[config.mk]
export PLATFORM = sky130hd
export DESIGN_NAME = gsil_top
export DESIGN_NICKNAME = d
export VERILOG_FILES = /design/src/verilog/gsil_pkg.sv /design/src/verilog/gsil_blink.sv /design/src/verilog/gsil_stmem.sv /design/src/verilog/gsil_top.sv
export VERILOG_INCLUDE_DIRS = /design/src /design/src/verilog
export SDC_FILE = /design/constraint.sdc
export NUM_CORES = 1
export LEC_CHECK = 0
export BUFFER_PORTS_ARGS = -buffer_cell sky130_fd_sc_hd__buf_2
export CORE_MARGIN = 3
export CORE_UTILIZATION = 54
export DETAILED_ROUTE_END_ITERATION = 7
export PLACE_DENSITY_LB_ADDON = 0.15
export RECOVER_POWER = 25
export SLEW_MARGIN = 10
export SYNTH_ARGS = -nofsm -noshare
export SYNTH_HDL_FRONTEND = slang
export SYNTH_SLANG_ARGS = --single-unit
[constraint.sdc]
create_clock -name CLK -period 1.7 [get_ports CLK]
set_input_delay 0.085 -clock CLK [delete_from_list [all_inputs] [get_ports CLK]]
set_output_delay 0.085 -clock CLK [all_outputs]
set_load 0.02 [all_outputs]
[src/verilog/gsil_map.svh]
// Purpose: offsets, codes and bit positions of the indicator block
// Assumes: included by its bare name from every design module
// Notes:   definitions only
`ifndef GSIL_MAP_SVH
`define GSIL_MAP_SVH
// ****************************************
// register byte offsets
// ****************************************
`define GSIL_OFS_MODE      12'h000
`define GSIL_OFS_DIAG      12'h004
`define GSIL_OFS_UPTIME    12'h008
`define GSIL_OFS_LOCALTIME 12'h00C
`define GSIL_OFS_LEDS      12'h010
`define GSIL_OFS_EOTMO     12'h014
`define GSIL_OFS_STAT_LO   12'h100
`define GSIL_OFS_STAT_HI   12'h1EC
// ****************************************
// system mode codes
// ****************************************
`define GSIL_MODE_POWERUP  3'h0
`define GSIL_MODE_INIT     3'h1
`define GSIL_MODE_IDLE     3'h2
`define GSIL_MODE_RUN      3'h3
`define GSIL_MODE_CRIT     3'h4
// ****************************************
// project file codes
// ****************************************
`define GSIL_PROJ_DELETED  2'h0
`define GSIL_PROJ_INVALID  2'h1
`define GSIL_PROJ_VALID    2'h2
// ****************************************
// cyclic assembly
// ****************************************
`define GSIL_ASM_ALARM     8'h39
`define GSIL_ASM_DIAG      8'hA7
`define GSIL_BIT_ALARM_HI  7
`define GSIL_BIT_ALARM_LO  6
`define GSIL_BIT_DIAG      5
// ****************************************
// sizes and reset values
// ****************************************
`define GSIL_STAT_BYTES    60
`define GSIL_HALF_SEC_CYC  125000000
`define GSIL_RST_WORD      32'h0000_0000
`endif

[src/verilog/gsil_pkg.sv]
// Purpose: shared types of the indicator block
// Assumes: nothing
// Notes:   numbers live in gsil_map.svh
`default_nettype none
package gsil_pkg;
  // ****************************************
  // led patterns
  // ****************************************
  typedef enum logic [2:0] {
    LED_OFF,
    LED_GREEN,
    LED_RED,
    LED_FLASH_G,
    LED_FLASH_R,
    LED_ALT
  } gsil_led_t;
endpackage
`default_nettype wire

[src/verilog/gsil_blink.sv]
// Purpose: shared free-running flash divider
// Assumes: one clock
// Notes:   phase has equal halves; tick pulses once per full period
`default_nettype none
`include "gsil_map.svh"
module gsil_blink #(
  parameter int HALF_CYC = `GSIL_HALF_SEC_CYC
) (
  // clock and reset
  input  wire logic clk,
  input  wire logic rst_n,
  // outputs
  output logic      phase,
  output logic      tick
);
  typedef struct packed {
    logic [31:0] cnt;   // cycles in this half
    logic        ph;    // flash phase
    logic        tk;    // period pulse
  } gsil_blink_t;
  gsil_blink_t s_q, s_d;

  // count halves, pulse at end of second half
  always_comb begin
    s_d = s_q;
    s_d.tk = 1'b0;
    if (s_q.cnt == 32'(HALF_CYC - 1)) begin
      s_d.cnt = `GSIL_RST_WORD;
      s_d.ph  = ~s_q.ph;
      s_d.tk  = s_q.ph;
    end else begin
      s_d.cnt = s_q.cnt + 32'h1;
    end
  end

  // state register
  always_ff @(posedge clk or negedge rst_n) begin
    if (!rst_n) begin
      s_q <= '0;
    end else begin
      s_q <= s_d;
    end
  end

  assign phase = s_q.ph;
  assign tick  = s_q.tk;
endmodule
`default_nettype wire

[src/verilog/gsil_stmem.sv]
// Purpose: system status byte store
// Assumes: one write and one read port
// Notes:   read data registered, one cycle after the address
`default_nettype none
`include "gsil_map.svh"
module gsil_stmem #(
  parameter int DEPTH = `GSIL_STAT_BYTES,
  parameter int WIDTH = 8,
  parameter int AW    = 6
) (
  // clock
  input  wire logic             clk,
  // write side
  input  wire logic             we,
  input  wire logic [AW-1:0]    waddr,
  input  wire logic [WIDTH-1:0] wdata,
  // read side
  input  wire logic [AW-1:0]    raddr,
  output logic      [WIDTH-1:0] rdata
);
  logic [WIDTH-1:0] mem_q [DEPTH];   // storage, no reset needed
  logic [WIDTH-1:0] rd_q;            // read register

  // write and registered read; out of range reads as zero
  always_ff @(posedge clk) begin
    if (we && (int'(waddr) < DEPTH)) begin
      mem_q[waddr] <= wdata;
    end
    rd_q <= (int'(raddr) < DEPTH) ? mem_q[raddr] : '0;
  end

  assign rdata = rd_q;
endmodule
`default_nettype wire

[src/verilog/gsil_top.sv]
// Purpose: gateway status leds, assembly alarm byte, uptime and apb view
// Assumes: status inputs synchronous to CLK, apb slave with no wait states
// Notes:   flashing patterns all share one divider
//          status led pins lag level inputs by two cycles: pattern flop, then pin flop; timeout pulses lag three; link and act leds lag one
//          apb reads are decoded in the setup cycle and held until the next one, except store bytes, re-read from PADDR every cycle
//          only the local time word is writable; every other write is refused
//          the status byte store has no reset; unwritten bytes are undefined
//
// Local design decisions: register access over APB and the placing of the registers.
`default_nettype none
`include "gsil_map.svh"
module gsil_top
  import gsil_pkg::*;
#(
  parameter int N_EO     = 8,
  parameter int EO_W     = 3,
  parameter int HALF_CYC = `GSIL_HALF_SEC_CYC
) (
  // clock and reset
  input  wire logic            CLK,
  input  wire logic            RSTN,
  // apb slave
  input  wire logic            PSEL,
  input  wire logic            PENABLE,
  input  wire logic            PWRITE,
  input  wire logic [11:0]     PADDR,
  input  wire logic [31:0]     PWDATA,
  output logic                 PREADY,
  output logic      [31:0]     PRDATA,
  output logic                 PSLVERR,
  // module state
  input  wire logic [2:0]      SYS_MODE,
  input  wire logic [1:0]      PROJ_STATE,
  input  wire logic            EXT_ERROR,
  input  wire logic            FAULT_RECOV,
  input  wire logic            FAULT_CRIT,
  input  wire logic            PROC_ALARM,
  input  wire logic            DIAG_EVENT,
  // network state
  input  wire logic            PROTO_ACTIVE,
  input  wire logic            IP_SET,
  input  wire logic            CONN_OPEN,
  input  wire logic            TMO_PULSE,
  input  wire logic            TMO_EXCL_OWNER,
  input  wire logic            TMO_TARGET,
  input  wire logic [EO_W-1:0] TMO_IDX,
  input  wire logic            REOPEN_PULSE,
  input  wire logic [EO_W-1:0] REOPEN_IDX,
  input  wire logic            LINK_UP,
  input  wire logic            PORT_ACT,
  // status byte writes
  input  wire logic            STAT_WE,
  input  wire logic [5:0]      STAT_IDX,
  input  wire logic [7:0]      STAT_DATA,
  // assembly selection and byte
  input  wire logic [7:0]      ASM_INSTANCE,
  output logic      [7:0]      ASM_BYTE66,
  // leds
  output logic                 MODULE_STATUS_LED_GREEN,
  output logic                 MODULE_STATUS_LED_RED,
  output logic                 NETWORK_STATUS_LED_GREEN,
  output logic                 NETWORK_STATUS_LED_RED,
  output logic                 LINK_LED,
  output logic                 ACT_LED,
  // diagnostics time
  output logic      [31:0]     LOG_STAMP,
  output logic      [31:0]     LOCAL_TIME,
  output logic                 LOCAL_TIME_VALID
);
  // ****************************************
  // state
  // ****************************************
  // every flop of the block outside the divider and the status store lives in this one struct, so that reset
  // and the next-state copy cannot miss a field
  typedef struct packed {
    gsil_led_t       ms;       // module led pattern
    gsil_led_t       ns;       // network led pattern
    logic [1:0]      ms_gr;    // module led green, red
    logic [1:0]      ns_gr;    // network led green, red
    logic            link;     // link led
    logic            act;      // activity led
    logic [7:0]      asm_b;    // assembly byte
    logic [N_EO-1:0] eo;       // timed-out owner points
    logic [31:0]     uptime;   // powered-on seconds
    logic [31:0]     ltime;    // local time
    logic            lvalid;   // local time set
    logic [31:0]     rdat;     // register read data
    logic            rd_mem;   // read from status store
    logic            err;      // access refused
  } gsil_state_t;
  gsil_state_t s_q, s_d;

  logic       phase;      // shared flash phase
  logic       sec_tick;   // one pulse per second
  logic [7:0] stat_rd;    // status store read data
  logic       alarm;      // alarm as seen outside

  // ****************************************
  // helpers
  // ****************************************
  // address lies in the status byte window
  function automatic logic is_stat(input logic [11:0] a);
    is_stat = (a >= `GSIL_OFS_STAT_LO) && (a <= `GSIL_OFS_STAT_HI);
  endfunction

  // pattern to {green, red} with the shared phase
  // the alternate pattern lights exactly one colour at a time
  function automatic logic [1:0] led_drive(input gsil_led_t p, input logic ph);
    unique case (p)
      LED_OFF:     led_drive = 2'h0;
      LED_GREEN:   led_drive = 2'h2;
      LED_RED:     led_drive = 2'h1;
      LED_FLASH_G: led_drive = {ph, 1'b0};
      LED_FLASH_R: led_drive = {1'b0, ph};
      LED_ALT:     led_drive = {ph, ~ph};
      default:     led_drive = 2'h0;
    endcase
  endfunction

  // ****************************************
  // submodules
  // ****************************************
  // one divider so that every flashing led stays in step
  gsil_blink #(
    .HALF_CYC (HALF_CYC)
  ) u_blink (
    .clk   (CLK),
    .rst_n (RSTN),
    .phase (phase),
    .tick  (sec_tick)
  );

  // status bytes, read during the apb setup cycle
  // addressed straight from the bus so that the registered read data
  // is already standing when the access phase begins
  gsil_stmem u_stmem (
    .clk   (CLK),
    .we    (STAT_WE),
    .waddr (STAT_IDX),
    .wdata (STAT_DATA),
    .raddr (PADDR[7:2]),
    .rdata (stat_rd)
  );

  // alarm is masked whenever the module is not running
  // one masked copy feeds both the assembly byte and the diag word,
  // so the two views of the alarm can never disagree
  assign alarm = PROC_ALARM && (SYS_MODE == `GSIL_MODE_RUN);

  // ****************************************
  // next state
  // ****************************************
  always_comb begin
    s_d = s_q;

    // ****************************************
    // module status led
    // ****************************************
    // the order of the tests is the priority: self-test hides every fault,
    // a critical fault hides a recoverable one, a clean run shows green
    // module led, highest cause first
    if (SYS_MODE == `GSIL_MODE_POWERUP) begin
      s_d.ms = LED_ALT;
    end else if (SYS_MODE == `GSIL_MODE_CRIT || (PROTO_ACTIVE && FAULT_CRIT)) begin
      s_d.ms = LED_RED;
    end else if ((SYS_MODE == `GSIL_MODE_INIT && PROJ_STATE == `GSIL_PROJ_INVALID)
                 || (PROTO_ACTIVE && FAULT_RECOV)) begin
      s_d.ms = LED_FLASH_R;
    end else if (SYS_MODE == `GSIL_MODE_RUN && PROJ_STATE == `GSIL_PROJ_VALID) begin
      // external error shown as alternating, the more visible choice
      s_d.ms = EXT_ERROR ? LED_ALT : LED_GREEN;
    end else begin
      // deleted project in init, or idle: not configured
      s_d.ms = LED_FLASH_G;
    end

    // ****************************************
    // network status led
    // ****************************************
    // with ip set and the protocol active, a pending owner timeout outranks an open
    // connection, so the led stays flashing red until every recorded point has been reopened
    // network led
    if (SYS_MODE == `GSIL_MODE_POWERUP) begin
      s_d.ns = LED_ALT;
    end else if (!IP_SET) begin
      s_d.ns = LED_OFF;
    end else if (PROTO_ACTIVE && (s_q.eo != '0)) begin
      s_d.ns = LED_FLASH_R;
    end else if (CONN_OPEN) begin
      s_d.ns = LED_GREEN;
    end else if (PROTO_ACTIVE) begin
      s_d.ns = LED_FLASH_G;
    end else begin
      s_d.ns = LED_OFF; // ip set but protocol down
    end

    // drive pins from the registered patterns
    // the extra pin flop costs a cycle but keeps the decode glitches
    // of the pattern logic away from the led drivers
    s_d.ms_gr = led_drive(s_q.ms, phase);
    s_d.ns_gr = led_drive(s_q.ns, phase);
    s_d.link  = LINK_UP;
    s_d.act   = PORT_ACT;

    // timed-out owner points: reopen clears, a new timeout wins
    // one bit per point, so reopening one point cannot hide another;
    // only timeouts of owner connections aimed at us are recorded,
    // originated and routed connections never reach this vector
    if (REOPEN_PULSE) begin
      s_d.eo[REOPEN_IDX] = 1'b0;
    end
    if (TMO_PULSE && TMO_EXCL_OWNER && TMO_TARGET) begin
      s_d.eo[TMO_IDX] = 1'b1;
    end

    // cyclic assembly byte
    // both alarm bits carry the same value; the diag bit exists only in
    // the larger assembly, any other instance leaves the byte at zero
    // limitation: the byte is rebuilt every cycle, nothing is latched
    s_d.asm_b = 8'h00;
    if (ASM_INSTANCE == `GSIL_ASM_ALARM || ASM_INSTANCE == `GSIL_ASM_DIAG) begin
      s_d.asm_b[`GSIL_BIT_ALARM_HI] = alarm;
      s_d.asm_b[`GSIL_BIT_ALARM_LO] = alarm;
    end
    if (ASM_INSTANCE == `GSIL_ASM_DIAG) begin
      s_d.asm_b[`GSIL_BIT_DIAG] = alarm || DIAG_EVENT;
    end

    // powered-on time; wraps after 136 years
    // counts from reset only, nothing survives a power cycle
    // the same value stamps every diagnostic log entry
    if (sec_tick) begin
      s_d.uptime = s_q.uptime + 32'h1;
    end

    // local time runs with the seconds once set; reset forgets it
    // a write in the cycle of a second tick wins, so a freshly set
    // time is never off by one
    if (PSEL && PENABLE && PWRITE && PADDR == `GSIL_OFS_LOCALTIME) begin
      s_d.ltime  = PWDATA;
      s_d.lvalid = 1'b1;
    end else if (sec_tick && s_q.lvalid) begin
      s_d.ltime = s_q.ltime + 32'h1;
    end

    // read data and refusal decided in the setup cycle
    // deciding early lets the slave answer without wait states; the
    // trade-off is that live inputs are captured one cycle before the
    // access phase, which is harmless for slow status levels
    if (PSEL && !PENABLE) begin
      s_d.rd_mem = is_stat(PADDR) && !PWRITE;
      s_d.err    = 1'b0;
      s_d.rdat   = `GSIL_RST_WORD;
      if (is_stat(PADDR)) begin
        s_d.err = PWRITE;
      end else begin
        unique case (PADDR)
          `GSIL_OFS_MODE: begin
            s_d.rdat = {29'h0, SYS_MODE};
            s_d.err  = PWRITE;
          end
          `GSIL_OFS_DIAG: begin
            s_d.rdat = {30'h0, alarm, DIAG_EVENT};
            s_d.err  = PWRITE;
          end
          `GSIL_OFS_UPTIME: begin
            s_d.rdat = s_q.uptime;
            s_d.err  = PWRITE;
          end
          `GSIL_OFS_LOCALTIME: begin
            s_d.rdat = s_q.ltime;
          end
          `GSIL_OFS_LEDS: begin
            s_d.rdat = {18'h0, s_q.act, s_q.link, s_q.ns_gr, s_q.ms_gr,
                        1'b0, s_q.ns, 1'b0, s_q.ms};
            s_d.err  = PWRITE;
          end
          `GSIL_OFS_EOTMO: begin
            s_d.rdat = 32'(s_q.eo);
            s_d.err  = PWRITE;
          end
          default: begin
            s_d.err = 1'b1; // unmapped
          end
        endcase
      end
    end
  end

  // ****************************************
  // state register
  // ****************************************
  // reset clears every field at once, which also drops the local time
  always_ff @(posedge CLK or negedge RSTN) begin
    if (!RSTN) begin
      s_q <= '0;
    end else begin
      s_q <= s_d;
    end
  end

  // ****************************************
  // outputs
  // ****************************************
  // no wait states: every access completes in its first access cycle
  // the refusal only shows while the access phase stands, so an idle
  // bus never sees a stale error
  assign PREADY  = 1'b1;
  assign PRDATA  = s_q.rd_mem ? {24'h0, stat_rd} : s_q.rdat;
  assign PSLVERR = PSEL && PENABLE && s_q.err;

  assign ASM_BYTE66               = s_q.asm_b;
  assign MODULE_STATUS_LED_GREEN  = s_q.ms_gr[1];
  assign MODULE_STATUS_LED_RED    = s_q.ms_gr[0];
  assign NETWORK_STATUS_LED_GREEN = s_q.ns_gr[1];
  assign NETWORK_STATUS_LED_RED   = s_q.ns_gr[0];
  assign LINK_LED                 = s_q.link;
  assign ACT_LED                  = s_q.act;
  assign LOG_STAMP                = s_q.uptime;
  assign LOCAL_TIME               = s_q.ltime;
  assign LOCAL_TIME_VALID         = s_q.lvalid;
endmodule
`default_nettype wire
# == After elaboration in Yosys (flattened, before gate mapping) ==
# Memory sizes are Yosys's and may differ from the RTL's. A register that Yosys moved wholly into a read port is not among the register bits.
# Index checks and enable logic that the tools add are counted.
# word_totals
regBits,156
latch_bits,0
ram_bits,480
romBits,0
in_bits,97
out_inout_bits,113
elab_cells,118
n_memories,1
# mem_list
name,words,word_bits,rd,rd_ports_with_merged_regs,write_ports,line,source
u_stmem.mem_q,60,8,1,1,1,gsil_stmem.sv:21,logic [WIDTH-1:0] mem_q [DEPTH];
# op_classes
n_addsub,3
multipliers,0
n_div,0
n_lt_le_gt_ge,8
eq_ne,23
shift,0
n_mux,31
bitwise_logic,4
n_reduce_logical,31
# ops
cell,count
$pmux W32 S6,1
$mux W32,5
$add A32 B1 Y32 const B,3
$eq A32 B27 Y1 const B,1
$eq A12 B4 Y1 const B,2
$eq A12 B5 Y1 const B,2
$mux W3,8
$pmux W2 S5,2
$logic_and A1 B1 Y1,19
$mux W8,2
$eq A3 B2 Y1 const B,5
$eq A3 B3 Y1 const B,5
$eq A12 B3 Y1 const B,1
$ge A12 B9 Y1 const B,1
$le A12 B9 Y1 const B,1
$logic_not A12 Y1,1
$lt A6 B6 Y1 const B,2
$eq A3 B1 Y1 const B,3
$and A8 B8 Y8,1
$eq A8 B6 Y1 const B,1
$eq A8 B8 Y1 const B,1
$lt A3 B4 Y1 const B,2
$not A8 Y8,1
$or A8 B8 Y8,1
14 further kinds,29

# == Longest topological paths before layout ==
# depth
word_depth,9
mapped_depth,10

# == Hierarchy ==
# Synthesis repeated with hierarchy kept, for this count alone.
# hier_totals
cells_unflattened,1797
hier_area_um2,27450.1
# modules_own_cells
module,n_inst,cells_per_inst,area_each_um2
gsil_stmem,1,900,18876.9
gsil_top,1,740,6912.9
gsil_blink,1,157,1660.3

# == Least setup slack after synthesis ==
# Ideal clock, no wire load.
# synth_path
path_type,register to register
startpoint,register u_blink.s_q (netlist bit u_blink.tick)
endpoint,register s_q (netlist bit LOG_STAMP[25])
setup_time_ns,0.123
arrival_ns,1.710
t_required_ns,1.577
setup_slack_ns,-0.133
path_stages_with_launch,9
path_cell_list,dfrtp_1 > buf_2 > and3_1 > nand3_1 > nor4_2 > and3_1 > buf_2 > nand3_1 > xnor2_1
# synth_rtl
item,line,source
start: declaration,gsil_blink.sv:21,"gsil_blink_t s_q, s_d;"
start signal: assignment,gsil_blink.sv:39,s_q <= '0;
start signal: assignment,gsil_blink.sv:41,s_q <= s_d;
end signal: assignment,gsil_top.sv:296,s_q <= '0;
end signal: assignment,gsil_top.sv:298,s_q <= s_d;
end: declaration,gsil_top.sv:91,"gsil_state_t s_q, s_d;"

==> impl_results.md <==
- Outcome: finished, violations left
- Violated checks: negative setup slack
- Vias/cell: 5.94
- Pins Over Slew Limit: 0
- Area fraction of the dominant cell type after synthesis: roughly 53%
- Data required, critical path: ~2.2 ns
- Fraction of layout cells with a size suffix above 1: just under 40%
- Most common cell in the netlist: edfxtp_1
- CP endpoint: u_stmem.rdata[1]$_SDFF_PP0_
- R2r worst-path depth: 5
- Initial antenna violation count: 3
- Async set or reset register ratio after synthesis: 24.1%
- Pwr Density: roughly 990 nW/um^2
- GPL Wtd Cong: around 0.9
- Most used routing layer: met2
- Seq cells post-synth: roughly 640
- Max clock buf depth: 3
- Die height: between 200 and 250 um
- Max Clock Skew: 0.0185 ns
- Cells after synthesis: approximately 1800
- FP Rows: between 80 and 90
- Met3 usage: under 10%
- Routed Antenna Nets: 0
- Final global-route overflow total: 0
- Area leader, netlist: edfxtp_1
- CTS tree: yes
- Largest net degree at the start of global routing: a little over 60
- Lkg Pwr: about 13 nW
- DR iter-0 viols: 1971
- Final WL: 74500 um
- Pre-CTS WS: -0.472 ns
- GRT Util Overall: roughly 28%
- Max-Cap Viols: 0
- CP Class: reg2reg
- Hold Path Class: in2reg
- DR vias: approximately 18000
- Initial core utilization: between 50% and 60%
- Reg-to-Reg End: u_stmem.rdata[1]$_SDFF_PP0_
- Final nets: 2390
- RSZ-0062 raised after global routing: yes
- Startpoint class of the critical path: register
- Commonest cells post-synth: edfxtp_1, nor2_1, dfrtp_1
- Die area: ~53000 sq um
- Io pins: 210
- Reg2reg start: u_stmem.mem_q[47][1]$_DFFE_PP_
- WP data arrival: 2.46 ns
- Core Util, Final: a little over two thirds
- Core area: 49400 sq um
- Peak Freq: between 0.5 and 0.6 GHz
- Setup violations, final: 41
- Total negative setup slack: -2.50 ns
- Fin crit period: 1.97 ns
- Global-route wire length before repair: between 100000 and 150000 um
- Mean Syn Cell Area: 15.5 sq um
- Relative slew slack: around 3.5%
- Htree depth: 3
- Quantity of I/O buffers inserted on ports: about 200
- First drt pass iteration count: 6
- Vias in the first global route: ~18000
- Maximum vdd drop: between 0.8 and 0.9 mV
- Ys Warns: 0
- Synth Cell Area: between 20000 and 30000 sq um
- Maximum fanout along the worst path: 1
- Register area share after synthesis: between 60% and 70%
- Clock sink count: between 600 and 700
- Final period utilization: 116%
- Clk_lat worst skew: roughly 0.61 ns
- Cts bufs inserted: 66
- Largest cells by area after synthesis: edfxtp_1, dfrtp_1, mux4_2
- Internal reg-to-reg setup slack: -0.27 ns
- Clock Root Buffer: clkbuf_16
- Yosys cell types: ~70
- Syn-to-layout area delta: 27.9%
- Grt met2 use: between 40% and 50%
- Final Hold Fails: 0
- Final instance area: 34900 sq um
- GR met1 Demand/Resource: approximately 37%
- DRC Markers: 0
- Worst Setup SP: u_stmem.mem_q[47][1]$_DFFE_PP_
- Final hold slack: 0.0454 ns
- Die Width: around 230 um
- Worst slew pin tran: between 1 and 1.5 ns
- Final setup margin: -0.272 ns
- Reg clk slew, reported paths: ~0.06 ns
- Placed inst area: 30800 sq um
- Dpl hpwl: 48500 um
- Top FF cell, synth: edfxtp_1
- Crit end category: register
- EDFF count, synth: 480
- WL/cell: 24.8 um
==> layout by cell type (no fill, tap or decap), types with 33 or more instances in the layout <==
cell type and n:
edfxtp_1 480, buf_4 309, buf_2 180, dfrtp_1 152
nor2_1 139, mux4_2 120, nand2_1 108, dlygate4sd3_1 72
clkbuf_16 69, xnor2_1 53, mux2i_1 41, a21oi_1 39
o21ai_1 37, xor2_1 33
==> worst min-delay path by stage <==
stage / start / to / slack [ns] / depth (start not counted)
4_1_cts: PENABLE / LOCAL_TIME[28]$_DFFE_PN0P_ / 0.0002 / 4
3_5_place_dp: RSTN / s_q[30]$_DFFE_PN0P_ / 0.04 / 1
5_1_grt: SYS_MODE[2] / s_q[124]$_DFF_PN0_ / 0.05 / 3
2_1_floorplan: RSTN / ACT_LED$_DFF_PN0_ / -0.21 / 0
6_report: PENABLE / LOCAL_TIME[28]$_DFFE_PN0P_ / 0.05 / 4
3_3_place_gp: RSTN / s_q[30]$_DFFE_PN0P_ / 0.05 / 1
==> power breakdown <==
group	internal [mW]	switching, mW	total, mW
Clock	8.85	6.04	14.9
Sequential	17.1	0.143	17.2
Combinational	1.01	1.25	2.26
Total	26.9	7.44	34.4
==> registers in the layout, summed over array words and instances (netlist names), 2 cells and up <==
| register | cells |
|---|---|
| ASM_BYTE66 | 2 |
| LOCAL_TIME | 32 |
| LOG_STAMP | 32 |
| s_q | 48 |
| u_blink.s_q | 32 |
| u_stmem.mem_q | 480 |
| u_stmem.rdata | 8 |
==> stage by stage <==
stage,total power [mW],instances
finish,34.4,3008
global route,35.3,3008
CTS,34.5,2987
detailed placement,19.5,2779
global placement,19.4,2779
floorplan,18.4,1762
==> logic make-up (layout without fill, tap and decap cells) <==
kind of cell    Yosys count  in the layout  share of synthesized area, %
flops                   643            643                          67.7
simple gates            490            490                          8.82
mux                     183            183                          12.3
compound gates          178            178                          4.16
buf+inv                 164            744                          3.77
xor+xnor                 95             95                          3.05
fa+ha+maj                 3              3                         0.138
other cells               2              8                        0.0276
==> routing by layer <==
metal / share of wire (%) / vias up
met5: 0 / -
met4: 3.3 / 0
met3: 8.7 / 150
met2: 49 / 913
met1: 39 / 9104
li1: - / 7698
==> cell type report <==
class	instances	area [sq um]
clock buffer	83	1820
multi-input combinational	955	8570
inverter	10	40.0
tap	664	831
clock inverter	37	422
antenna	2	5.00
fill	3172	14500
timing repair buffer	614	4710
sequential	643	18500
==> worst max-delay path, cell delays in order, from the launching register on <==
cell	delay (ns)
edfxtp_1	0.39
mux4_2	0.54
mux4_2	0.53
nor2b_4	0.15
a21oi_2	0.16
o21ai_1	0.09
==> repair_timing <==
item                       4_1_cts  5_1_grt
setup endpoints to repair       70       83
resized for setup               93      127
setup buffers                   16       24
hold buffers                    74        0
cloned                           0        1
hold endpoints to repair       374        0
pin swaps                       24       61
(Power assumes the default switching activity.)
